<file path="src/inc/shreg_pkg.sv">
package shreg_pkg;

    // ------------------------------------------------------------------
    // widths and depths
    // ------------------------------------------------------------------
    localparam int unsigned WIDTH = 4;   // stages in the register
    localparam int unsigned DEPTH = 2;   // words held by the output buffer
    localparam int unsigned PTR_W = 1;   // buffer pointer width
    localparam int unsigned CNT_W = 2;   // buffer fill count width

    // ------------------------------------------------------------------
    // reset values
    // ------------------------------------------------------------------
    localparam logic [WIDTH-1:0] STAGE_RST = 4'h0;
    localparam logic             INV_RST   = 1'h1;
    localparam logic [PTR_W-1:0] PTR_RST   = 1'h0;
    localparam logic [CNT_W-1:0] CNT_RST   = 2'h0;
    localparam logic [PTR_W-1:0] PTR_ONE   = 1'h1;
    localparam logic [CNT_W-1:0] CNT_ONE   = 2'h1;
    localparam logic [CNT_W-1:0] CNT_FULL  = 2'h2;

    // ------------------------------------------------------------------
    // operating modes, one-hot
    // ------------------------------------------------------------------
    typedef enum logic [2:0] {
        MODE_HOLD  = 3'b001,
        MODE_LOAD  = 3'b010,
        MODE_SHIFT = 3'b100
    } mode_t;

endpackage

</file>
<file path="src/rtl/four_bit_universal_shift_register.sv">
// Summary of operation
// - with the enable input high at a clock edge the register keeps its contents.
// - with enable low and load select low each stage loads its own parallel input.
// - with enable low and load select high the register shifts, stage 0 taking serial_in.
// - outputs change only after a rising clock edge, apart from the clear.
// - mode, parallel and serial inputs matter only as sampled at the rising edge.
// - a low clear_n empties the register at once, outputs low and inverted output high.
`timescale 1ns/1ns
module four_bit_universal_shift_register (
    input  wire logic                     mclk,
    input  wire logic                     rst_n,
    input  wire logic                     clear_n,
    input  wire logic                     clk_en,
    input  wire logic                     en_n,
    input  wire logic                     load_sel_n,
    input  wire logic                     par_in_0,
    input  wire logic                     par_in_1,
    input  wire logic                     par_in_2,
    input  wire logic                     par_in_3,
    input  wire logic                     serial_in,
    output logic                          stage_out_0,
    output logic                          stage_out_1,
    output logic                          stage_out_2,
    output logic                          stage_out_3,
    output logic                          last_stage_inv,
    output logic                          in_ready,
    output logic [shreg_pkg::WIDTH-1:0]   word_data,
    output logic                          word_valid,
    input  wire logic                     word_ready
);
    import shreg_pkg::*;

    // ------------------------------------------------------------------
    // mode decode
    // ------------------------------------------------------------------
    // shared by the datapath and the checks below
    function automatic mode_t decode_mode(input logic e_n, input logic l_n);
        mode_t m;
        m = MODE_HOLD;
        if (e_n) begin
            m = MODE_HOLD;
        end else if (!l_n) begin
            m = MODE_LOAD;
        end else begin
            m = MODE_SHIFT;
        end
        return m;
    endfunction

    logic [WIDTH-1:0] par_vec;
    logic [WIDTH-1:0] stage_q;
    logic [WIDTH-1:0] stage_d;
    logic             inv_q;
    logic             inv_d;
    logic [WIDTH-1:0] shift_vec;
    mode_t            mode;
    logic             update;
    logic [WIDTH-1:0] buf_mem_q [DEPTH];
    logic [WIDTH-1:0] buf_mem_d [DEPTH];
    logic [PTR_W-1:0] wr_ptr_q;
    logic [PTR_W-1:0] wr_ptr_d;
    logic [PTR_W-1:0] rd_ptr_q;
    logic [PTR_W-1:0] rd_ptr_d;
    logic [CNT_W-1:0] cnt_q;
    logic [CNT_W-1:0] cnt_d;
    logic             push;
    logic             pop;

    // load select sampled as active low
    assign par_vec  = {par_in_3, par_in_2, par_in_1, par_in_0};
    assign mode     = decode_mode(en_n, load_sel_n);
    // a full buffer stalls the register so no snapshot is lost; a held
    // clear keeps the stages empty, so nothing it blocks is queued either
    assign in_ready = (cnt_q != CNT_FULL);
    assign update   = clk_en && in_ready && clear_n && (mode != MODE_HOLD);

    // ------------------------------------------------------------------
    // shift path
    // ------------------------------------------------------------------
    assign shift_vec[0] = serial_in;
    genvar gi;
    generate
        for (gi = 1; gi < WIDTH; gi++) begin : g_shift
            assign shift_vec[gi] = stage_q[gi-1];
        end
    endgenerate

    // next state of the stages
    always_comb begin
        stage_d = stage_q;
        if (!rst_n) begin
            stage_d = STAGE_RST;
        end else if (clk_en && in_ready) begin
            case (mode)
                MODE_LOAD: begin
                    stage_d = par_vec;
                end
                MODE_SHIFT: begin
                    stage_d = shift_vec;
                end
                default: begin
                    stage_d = stage_q;
                end
            endcase
        end
        inv_d = ~stage_d[WIDTH-1];
    end

    // clear_n acts without the clock, other inputs only at the edge
    always_ff @(posedge mclk or negedge clear_n) begin
        if (!clear_n) begin
            stage_q <= STAGE_RST;
            inv_q   <= INV_RST;
        end else begin
            stage_q <= stage_d;
            inv_q   <= inv_d;
        end
    end

    assign stage_out_0    = stage_q[0];
    assign stage_out_1    = stage_q[1];
    assign stage_out_2    = stage_q[2];
    assign stage_out_3    = stage_q[3];
    assign last_stage_inv = inv_q;

    // ------------------------------------------------------------------
    // two-entry output buffer
    // ------------------------------------------------------------------
    // every loaded or shifted value is queued for the reader
    assign push = update;
    assign pop  = clk_en && word_ready && (cnt_q != CNT_RST);

    always_comb begin
        buf_mem_d = buf_mem_q;
        wr_ptr_d  = wr_ptr_q;
        rd_ptr_d  = rd_ptr_q;
        cnt_d     = cnt_q;
        if (!rst_n) begin
            wr_ptr_d = PTR_RST;
            rd_ptr_d = PTR_RST;
            cnt_d    = CNT_RST;
        end else begin
            if (push) begin
                buf_mem_d[wr_ptr_q] = stage_d;
                wr_ptr_d            = wr_ptr_q + PTR_ONE;
            end
            if (pop) begin
                rd_ptr_d = rd_ptr_q + PTR_ONE;
            end
            if (push && !pop) begin
                cnt_d = cnt_q + CNT_ONE;
            end else if (pop && !push) begin
                cnt_d = cnt_q - CNT_ONE;
            end
        end
    end

    // buffer words are not cleared, only the pointers and the fill count
    always_ff @(posedge mclk) begin
        buf_mem_q <= buf_mem_d;
        wr_ptr_q  <= wr_ptr_d;
        rd_ptr_q  <= rd_ptr_d;
        cnt_q     <= cnt_d;
    end

    assign word_data  = buf_mem_q[rd_ptr_q];
    assign word_valid = (cnt_q != CNT_RST);
endmodule

</file>
<file path="config.mk">
export PLATFORM = sky130hd
export DESIGN_NAME = four_bit_universal_shift_register
export DESIGN_NICKNAME = d
export VERILOG_FILES = /design/src/inc/shreg_pkg.sv /design/src/rtl/four_bit_universal_shift_register.sv
export SDC_FILE = /design/constraint.sdc
export NUM_CORES = 1
export LEC_CHECK = 0
export ABC_AREA = 1
export BUFFER_PORTS_ARGS = -buffer_cell sky130_fd_sc_hd__buf_2
export CORE_MARGIN = 4
export CORE_UTILIZATION = 54
export DETAILED_ROUTE_END_ITERATION = 8
export PLACE_DENSITY = 0.79
export SYNTH_ARGS = -nofsm -noshare
export SYNTH_HDL_FRONTEND = slang
export SYNTH_SLANG_ARGS = --single-unit
export TNS_END_PERCENT = 50
</file>
<file path="constraint.sdc">
create_clock -name mclk -period 2.55 [get_ports mclk]
set_clock_uncertainty 0.1 [all_clocks]
set_input_delay 0.3825 -clock mclk [delete_from_list [all_inputs] [get_ports mclk]]
set_output_delay 0.3825 -clock mclk [all_outputs]
set_load 0.01 [all_outputs]
</file>
-- Word-level counts from Yosys, hierarchy flattened
Index checks and enable logic that the tools add are counted.
- add/sub/neg operators: 4
- multiply operators: 0
- divide/modulo/power cells: 0
- $lt $le $gt $ge: 3
- eq/ne operators: 4
- shift operators: 0
- muxes and demuxes: 13
- bitwise logic cells: 3
- reductions and logical operators: 13
- operator list (kind ; number):
    4-bit two-way mux ; 6
    8-bit bitwise mux ; 1
    1-bit logical AND ; 8
    4-bit case mux with 2 select lines ; 1
    3-bit two-way mux ; 2
    4-bit demux with 1-bit select ; 1
    2-bit greater-or-equal comparator, second input constant ; 2
    2-bit two-way mux ; 2
    1-bit NOT with 2-bit output ; 2
    2-bit nonzero test ; 2
    3-bit by 2-bit == test with 1-bit output, second input constant ; 1
    3-bit == test, second input constant ; 1
    3-bit by 1-bit inequality test with 1-bit output, second input constant ; 1
    1-bit adder, second input constant ; 2
    2-bit by 1-bit adder with 2-bit output, second input constant ; 1
    1-bit zero test ; 2
    2-bit by 1-bit less-than comparator with 1-bit output, second input constant ; 1
    2-bit inequality test, second input constant ; 1
    2-bit AND reduction ; 1
    2-bit by 1-bit subtractor with 2-bit output, second input constant ; 1
    1-bit NOT ; 1
- bits in registers: 17
- latch bits: 0
- RAM bits: 0
- memory bits (read-only): 0
- memories: 0

-- Logic depth before layout (Yosys ltp)
Gate-level depths: netlist (run 1).
- word-level depth: 8
- mapped depth: 11

-- Worst setup path after synthesis (run 1)
OpenSTA, ideal clock, no wires.
- kind: register to register
- start point: register cnt_q[0]
- end point: register cnt_q[1]
- setup time: 64 ps
- arrival time: 1242 ps
- required time: 2386 ps
- setup slack: 1144 ps
- cell stages (with the launch flop): 11
- clock period less this slack: 1406 ps
- cell sequence: dfxtp_1 inv_2 nand2_4 nand4_2 inv_1 ha_1 inv_1 nand3_1 nand2_1 inv_1 nor2_1
- cells in the longest elaborated chain, start to end: 7
- elaborated cells between the ends (all ways): 15
- ends and longest elaborated chain (what ; RTL line ; text):
    from (decl) ; four_bit_universal_shift_register.sv:64 ; logic [CNT_W-1:0] cnt_q;
    from (signal assigned) ; four_bit_universal_shift_register.sv:163 ; cnt_q <= cnt_d;
    2-bit inequality test (*) ; four_bit_universal_shift_register.sv:74 ; assign in_ready = (cnt_q != CNT_FULL);
    via in_ready ; four_bit_universal_shift_register.sv:26 ; output logic in_ready,
    1-bit logical AND (*) (3 in a row) ; four_bit_universal_shift_register.sv:75 ; assign update = clk_en && in_ready && clear_n && (mode != MODE_HOLD);
    via push ; four_bit_universal_shift_register.sv:66 ; logic push;
    1-bit zero test ; four_bit_universal_shift_register.sv:152 ; end else if (pop && !push) begin
    1-bit logical AND ; four_bit_universal_shift_register.sv:152 ;
    2-bit nonzero test (no line) ; - ;
Mark *: on every way through the listed nets, which the timed path passes. The rest lies on a longest branch. The select of a mux whose other input is x is not followed.
A chain may end at the register's enable or synchronous reset.

-- Worst setup path after layout (run 1)
- start point: input clear_n
- end point: register cnt_q[1]
- cells in the longest elaborated chain, start to end: 5
- elaborated cells between the ends (all ways): 7
- ends and longest elaborated chain (what ; RTL line ; text):
    from (decl) ; four_bit_universal_shift_register.sv:12 ; input wire logic clear_n,
    1-bit logical AND (*) (2 in a row) ; four_bit_universal_shift_register.sv:75 ;
    via push ; four_bit_universal_shift_register.sv:66 ;
    1-bit zero test ; four_bit_universal_shift_register.sv:152 ;
    1-bit logical AND ; four_bit_universal_shift_register.sv:152 ;
    2-bit nonzero test (no line) ; - ;
Mark *: on every way through the listed nets, which the timed path passes. The rest lies on a longest branch.

==> results of run 1 <==
## worst paths after layout
| check | start | end | cells after the start |
|---|---|---|---|
| setup / recovery | clear_n | cnt_q[1] | 10 |
| hold / removal | rst_n | last_stage_inv | 2 |
| setup reg to reg | cnt_q[0] | cnt_q[1] | 10 |
| hold reg to reg | cnt_q[0] | cnt_q[0] | 1 |
| max in group asynchronous | clear_n | last_stage_inv | 2 |
| min in group asynchronous | clear_n | stage_q[2] | 2 |
## layout by cell type, fill, tap and decap left out
| master | Yosys | final |
|---|---|---|
| nand3b_1 | 1 | 1 |
| dfstp_2 | 1 | 1 |
| dfrtp_1 | 4 | 4 |
| nand2_2 | 3 | 3 |
| nor2_2 | 1 | 1 |
| dfxtp_1 | 4 | 4 |
| o21ai_1 | 1 | 1 |
| nor2_1 | 9 | 9 |
| nand3_2 | 1 | 1 |
| inv_2 | 5 | 5 |
| ha_1 | 1 | 1 |
| o21ai_0 | 1 | 1 |
| clkinv_2 | 0 | 1 |
| nand2_1 | 34 | 34 |
| nand3_1 | 5 | 5 |
| a21oi_1 | 4 | 4 |
| buf_2 | 0 | 22 |
| nand4_2 | 1 | 1 |
| nand3_4 | 1 | 1 |
| nand4_1 | 1 | 1 |
| clkbuf_4 | 0 | 3 |
| edfxtp_1 | 8 | 8 |
| nand2_4 | 1 | 1 |
| inv_1 | 15 | 15 |
| dlygate4sd3_1 | 0 | 1 |
## area by class of cell
cell class / count / area [um^2] / share of cell area
inverter: 20 / 75.1 / 0.0744
sequential: 17 / 447 / 0.443
multi-input combinational: 65 / 319 / 0.316
clock buffer: 3 / 22.5 / 0.0223
tap: 16 / 20.0 / 0.0199
clock inverter: 1 / 5.00 / 0.00496
timing repair buffer: 23 / 120 / 0.119
## worst max-delay path: stages
cell and delay (ns):
dlygate4sd3_1 0.55, buf_2 0.18, nand4_2 0.14, inv_1 0.06, ha_1 0.28, inv_1 0.10
nand3_1 0.08, nand2_1 0.06, inv_1 0.03, nor2_1 0.09
## Yosys cell counts, types with 3 or more instances
master / n
nand2_1: 34
nor2_1: 9
edfxtp_1: 8
nand2_2: 3
dfxtp_1: 4
dfrtp_1: 4
nand3_1: 5
inv_2: 5
a21oi_1: 4
inv_1: 15
## flip-flops by register name (all words and copies together) (netlist names)
name / flops
cnt_q: 2
buf_mem_q: 8
stage_q: 4
wr_ptr_q: 1
last_stage_inv: 1
rd_ptr_q: 1
## where the power goes
part / switching (mW) / internal (mW) / leakage [nW]
clock: 0.0839 / 0.0584 / 0.0177
combinational: 0.0669 / 0.0402 / 0.347
sequential: 0.00885 / 0.302 / 0.171
## metrics by stage
step / power (mW) / cell area (um^2) / util / instances / setup WS (ns)
after floorplan: 0.385 / 852 / - / 103 / 1.14
after global placement: 0.418 / 971 / 0.645 / 140 / 0.991
after detailed placement: 0.423 / 971 / 0.645 / 140 / 0.922
after CTS: 0.565 / 1010 / 0.669 / 145 / 0.740
after global routing: 0.592 / 1010 / 0.669 / 145 / 0.600
final: 0.560 / 1010 / 0.669 / 145 / 0.727
## per-layer routing
layer | vias to the layer above | share of wire | wire [um]
li1 | 372 | - | -
met1 | 321 | 0.42 | 691
met2 | 21 | 0.51 | 831
met3 | 4 | 0.045 | 73
met4 | 0 | 0.019 | 31
met5 | - | 0 | 0
## timing repair
| item | in CTS | in global routing |
|---|---|---|
| gates resized for setup | 0 | 0 |
| hold buffers | 1 | 0 |
| hold endpoints to repair | 4 | 0 |
## kinds of logic after synthesis
logic type	after synthesis
flip-flops	17
AND/OR/NAND/NOR	58
buffers and inverters	21
AO/OA/AOI/OAI	6
adder cells (fa/ha/maj)	1
==> reports/results.ini, run 1 <==
[synthesis]
synthSimpleGateAreaFrac = 0.325
synthAdderAreaFrac = 0.0147
synth-edff-count = 8
synthTopCellsByArea = edfxtp_1 28%, nand2_1 15%, dfrtp_1 12%, dfxtp_1 9.4%, inv_1 6.6%
synth_warnings = 0
synth_xor_area_frac = 0
yosysTopAreaCell = edfxtp_1
ys_ff_latch = 17
synth_top_family_by_area = simple AND/OR/NAND/NOR gates
synthMuxAreaShare = 0
synthCells = 103
synth_nets = 116
syn_area_per_cell_um2 = 8.27
netlist-cell-type-count = 22
synth-seq-area-share = 0.524
synth_compound_area_frac = 0.0352
synth-async-reset-ratio = 0.294
synth.top_cell.area_share = 0.282
netlist_area_um2 = 852
synth_ff_type = edfxtp_1

[critical_path]
crit_fanout = 6
end_kind = flip-flop
crit_type = input port to flip-flop
r2r_slack_ns = 1.02
arrival_ns = 1.96
start_kind = input port
crit_required_ns = 2.68

[layout]
nets = 143
drive_gt1_frac = 0.310
diodes = 0
area_growth_pct = 18.4
nFillCells = 126

[placement]
dp_hpwl_um = 1280
port_buffers = 22
place_congestion = 0.799

[grt]
grt_use_met1 = 0.205
grt_pass1_vias = 613
grt_util_met2 = 0.274
met3_usage = 0.0338
grt_start_max_net_pins = 11
grt_pass1_wl_um = 2620
grt_usage = 0.164
grt_overflow = 0
grt_busiest_layer = met2
grt_antenna_before_repair = 0

[sta]
period_share = 0.715
max-slew-margin-rel = 0.779
fin_tns_setup_ns = 0
fmax_ghz = 0.548
hold_violations = 0
hold_ws_ns = 0.297
worst_pin_slew_ns = 0.330
layout_min_cycle_time_ns = 1.82
setup_viol = 0
final_max_slew_viol_count = 0
rsz0062_at_grt = no

[floorplanning]
io_pins = 23
rows = 14
start_util = 0.566
fp.dieH_um = 47.7
die_area_um2 = 2280
die_x_um = 47.7
fp.coreArea_um2 = 1510

[status]
status = completed

[clock_network]
htree_levels = 1
cts_root_buffer = clkbuf_4
clock_latency_ns = 0.29
post_cts_buffers = 0
cts_max_path_buffers = 2
clock-sinks = 17
cts_tree = done
clk_pin_slew_ns = 0.10
numCtsBuffers = 3

[routing]
drtIter0Drc = 4
vias = 718
detail-route-antenna-nets = 0
vias_per_cell = 4.95
drc = 0
wire_per_inst_um = 11.2
wirelength_um = 1630
drtPass1Iterations = 4

[power_and_ir_drop]
p_per_area_nw_per_um2 = 555
power.leakage_nw = 0.535
ir_drop_v = 0.000340

[job]
cap_viol_max_count = 0

[min_path]
hold_path.class = input port to flip-flop

Power figures use the tool's default switching activity.
==> inputs of run 2 (changes only) <==
--- a/config.mk
+++ b/config.mk
@@ -8,9 +8,9 @@
 export ABC_AREA = 1
 export BUFFER_PORTS_ARGS = -buffer_cell sky130_fd_sc_hd__buf_2
 export CORE_MARGIN = 4
-export CORE_UTILIZATION = 54
+export CORE_UTILIZATION = 45
 export DETAILED_ROUTE_END_ITERATION = 8
-export PLACE_DENSITY = 0.79
+export PLACE_DENSITY = 0.7
 export SYNTH_ARGS = -nofsm -noshare
 export SYNTH_HDL_FRONTEND = slang
 export SYNTH_SLANG_ARGS = --single-unit
==> constraint.sdc (replaced) <==
create_clock -name mclk -period 1.55 [get_ports mclk]
set_clock_uncertainty 0.1 [all_clocks]
set_input_delay 0.2325 -clock mclk [delete_from_list [all_inputs] [get_ports mclk]]
set_output_delay 0.2325 -clock mclk [all_outputs]
set_load 0.01 [all_outputs]
==> run 2 against run 1 <==
  * First-iteration DRC count increased to 2.8 times the previous value
  * Via count decreased by 0.28%
  * Total power increased by 67%
  * Register-to-register slack got worse by 0.88 ns
  * Clock power increased by 60%
  * Non-clock buffer count increased by 4
  * Hold slack got worse by 0.15 ns
  * Critical path type is now flip-flop to flip-flop
  * Sequential cell count unchanged
  * Clock-buffer cell count increased by 1
  * Global-route usage decreased by 2.5 points
  * Cell area increased by 5.6%
  * Highest routed layer unchanged
  * Worst setup slack got worse by 0.59 ns
==> reports/results.ini, run 2 (synthesized netlist as in run 1, its figures left out) <==
[status]
status = completed

[layout]
largest_reg_flops = 8
final_util = 0.604
nFillCells = 170
top_register = buf_mem_q
drive_gt1_frac = 0.346
final_cell_mix = 34 x nand2_1, 22 x buf_2, 14 x inv_1, 9 x nor2_1, 8 x edfxtp_1
reg.largest.list = buf_mem_q x8, stage_q x4, cnt_q x2
mostFrequentLayoutCell = nand2_1
multi_input_area_um2 = 328
diodes = 0
nets = 147
seqCellArea_um2 = 452
area_growth_pct = 25.0

[critical_path]
r2r_slack_ns = 0.14
crit_type = flip-flop to flip-flop
crit_chain = inv_4 > nand2_4 > nand4_4 > inv_1 > ha_1 > inv_2 > nand3_1 > nand2_1 > inv_1 > nor2_1
crit_required_ns = 1.67
crit_fanout = 5
crit_path_frequent_cell = inv_1
cp_slowest_stage_delay_ns = 0.37
start_kind = flip-flop
arrival_ns = 1.54
critPathSlowestCell = dfxtp_4
end_kind = flip-flop

[floorplanning]
die_area_um2 = 2650
fp.dieH_um = 51.5
io_pins = 23
start_util = 0.483
fp.coreArea_um2 = 1760
die_x_um = 51.5
rows = 15

[min_path]
hold_path.class = input port to flip-flop

[routing]
drtPass1Iterations = 4
drc = 0
vias = 716
drtIter0Drc = 11
detail-route-antenna-nets = 0
vias_per_cell = 4.53
wirelength_um = 1620
wire_per_inst_um = 10.2

[placement]
dp_hpwl_um = 1260
place_congestion = 0.772
port_buffers = 22

[job]
cap_viol_max_count = 0

[sta]
layout_min_cycle_time_ns = 1.41
hold_violations = 0
max-slew-margin-rel = 0.782
setup_viol = 0
final_max_slew_viol_count = 0
rsz0062_at_grt = no
hold_ws_ns = 0.149
period_share = 0.911
fmax_ghz = 0.708
worst_pin_slew_ns = 0.326
fin_tns_setup_ns = 0

[clock_network]
cts_root_buffer = clkbuf_4
clk_pin_slew_ns = 0.10
htree_levels = 1
clock-sinks = 17
clock_latency_ns = 0.28
cts_max_path_buffers = 2
cts_tree = done
numCtsBuffers = 3

[power_and_ir_drop]
ir_drop_v = 0.000394
power.leakage_nw = 0.548
p_per_area_nw_per_um2 = 876

[grt]
grt_usage = 0.139
grt_antenna_before_repair = 0
grt_overflow = 0
grt_pass1_vias = 666
grt_start_max_net_pins = 11
grt_pass1_wl_um = 2700

[run 2: cell type report]
type	instances	share of cell area
timing repair buffer	27	0.141
multi-input combinational	65	0.308
sequential	17	0.424
tap	25	0.0294
clock buffer	4	0.0247
inverter	20	0.0729
[run 2: where the power goes]
group,internal [mW],switching [mW],total (mW)
Sequential,0.497,0.0167,0.514
Combinational,0.0776,0.114,0.191
Clock,0.0997,0.128,0.227
Total,0.674,0.258,0.932
[run 2: layer usage]
metal / share of wire / vias to the layer above / GRT usage / routed length (um)
met5: 0 / - / 0 / 0
met1: 0.43 / 320 / 0.156 / 697
li1: - / 377 / - / -
met4: 0.017 / 0 / 0.0917 / 27
met2: 0.51 / 17 / 0.237 / 826
met3: 0.040 / 2 / 0.0258 / 64
[run 2: path summary, 6_finish.rpt]
check                                 end  cells past startpoint        from
max in group asynchronous  last_stage_inv                      3     clear_n
setup / recovery                 cnt_q[1]                     10    cnt_q[0]
hold reg to reg            last_stage_inv                      3  stage_q[3]
hold / removal             last_stage_inv                      2       rst_n
setup reg to reg                 cnt_q[1]                     10    cnt_q[0]
min in group asynchronous      stage_q[0]                      3     clear_n
[run 2: critical path: cells and delay by family, from the launching register on]
kind,cells,cell delay (ns)
flip-flops,1,0.37
AND/OR/NAND/NOR,5,0.38
adder cells (fa/ha/maj),1,0.27
buffers and inverters,4,0.23
[run 2: through the flow]
stage	cells	total power, mW	instance area [um^2]	setup slack [ns]
6_report	158	0.932	1060	0.137
4_1_cts	156	0.924	1030	0.0259
5_1_grt	158	0.990	1060	0.00375
2_1_floorplan	103	0.633	852	0.144
3_5_place_dp	151	0.698	997	0.0398
3_3_place_gp	151	0.693	997	0.111
[run 2: repair_timing]
| action | CTS | global route |
|---|---|---|
| buffers inserted | 0 | 2 |
| hold buffers | 1 | 0 |
| gates resized for setup | 0 | 6 |
| endpoints found under the hold margin | 5 | 0 |
| setup endpoints to repair | 0 | 10 |
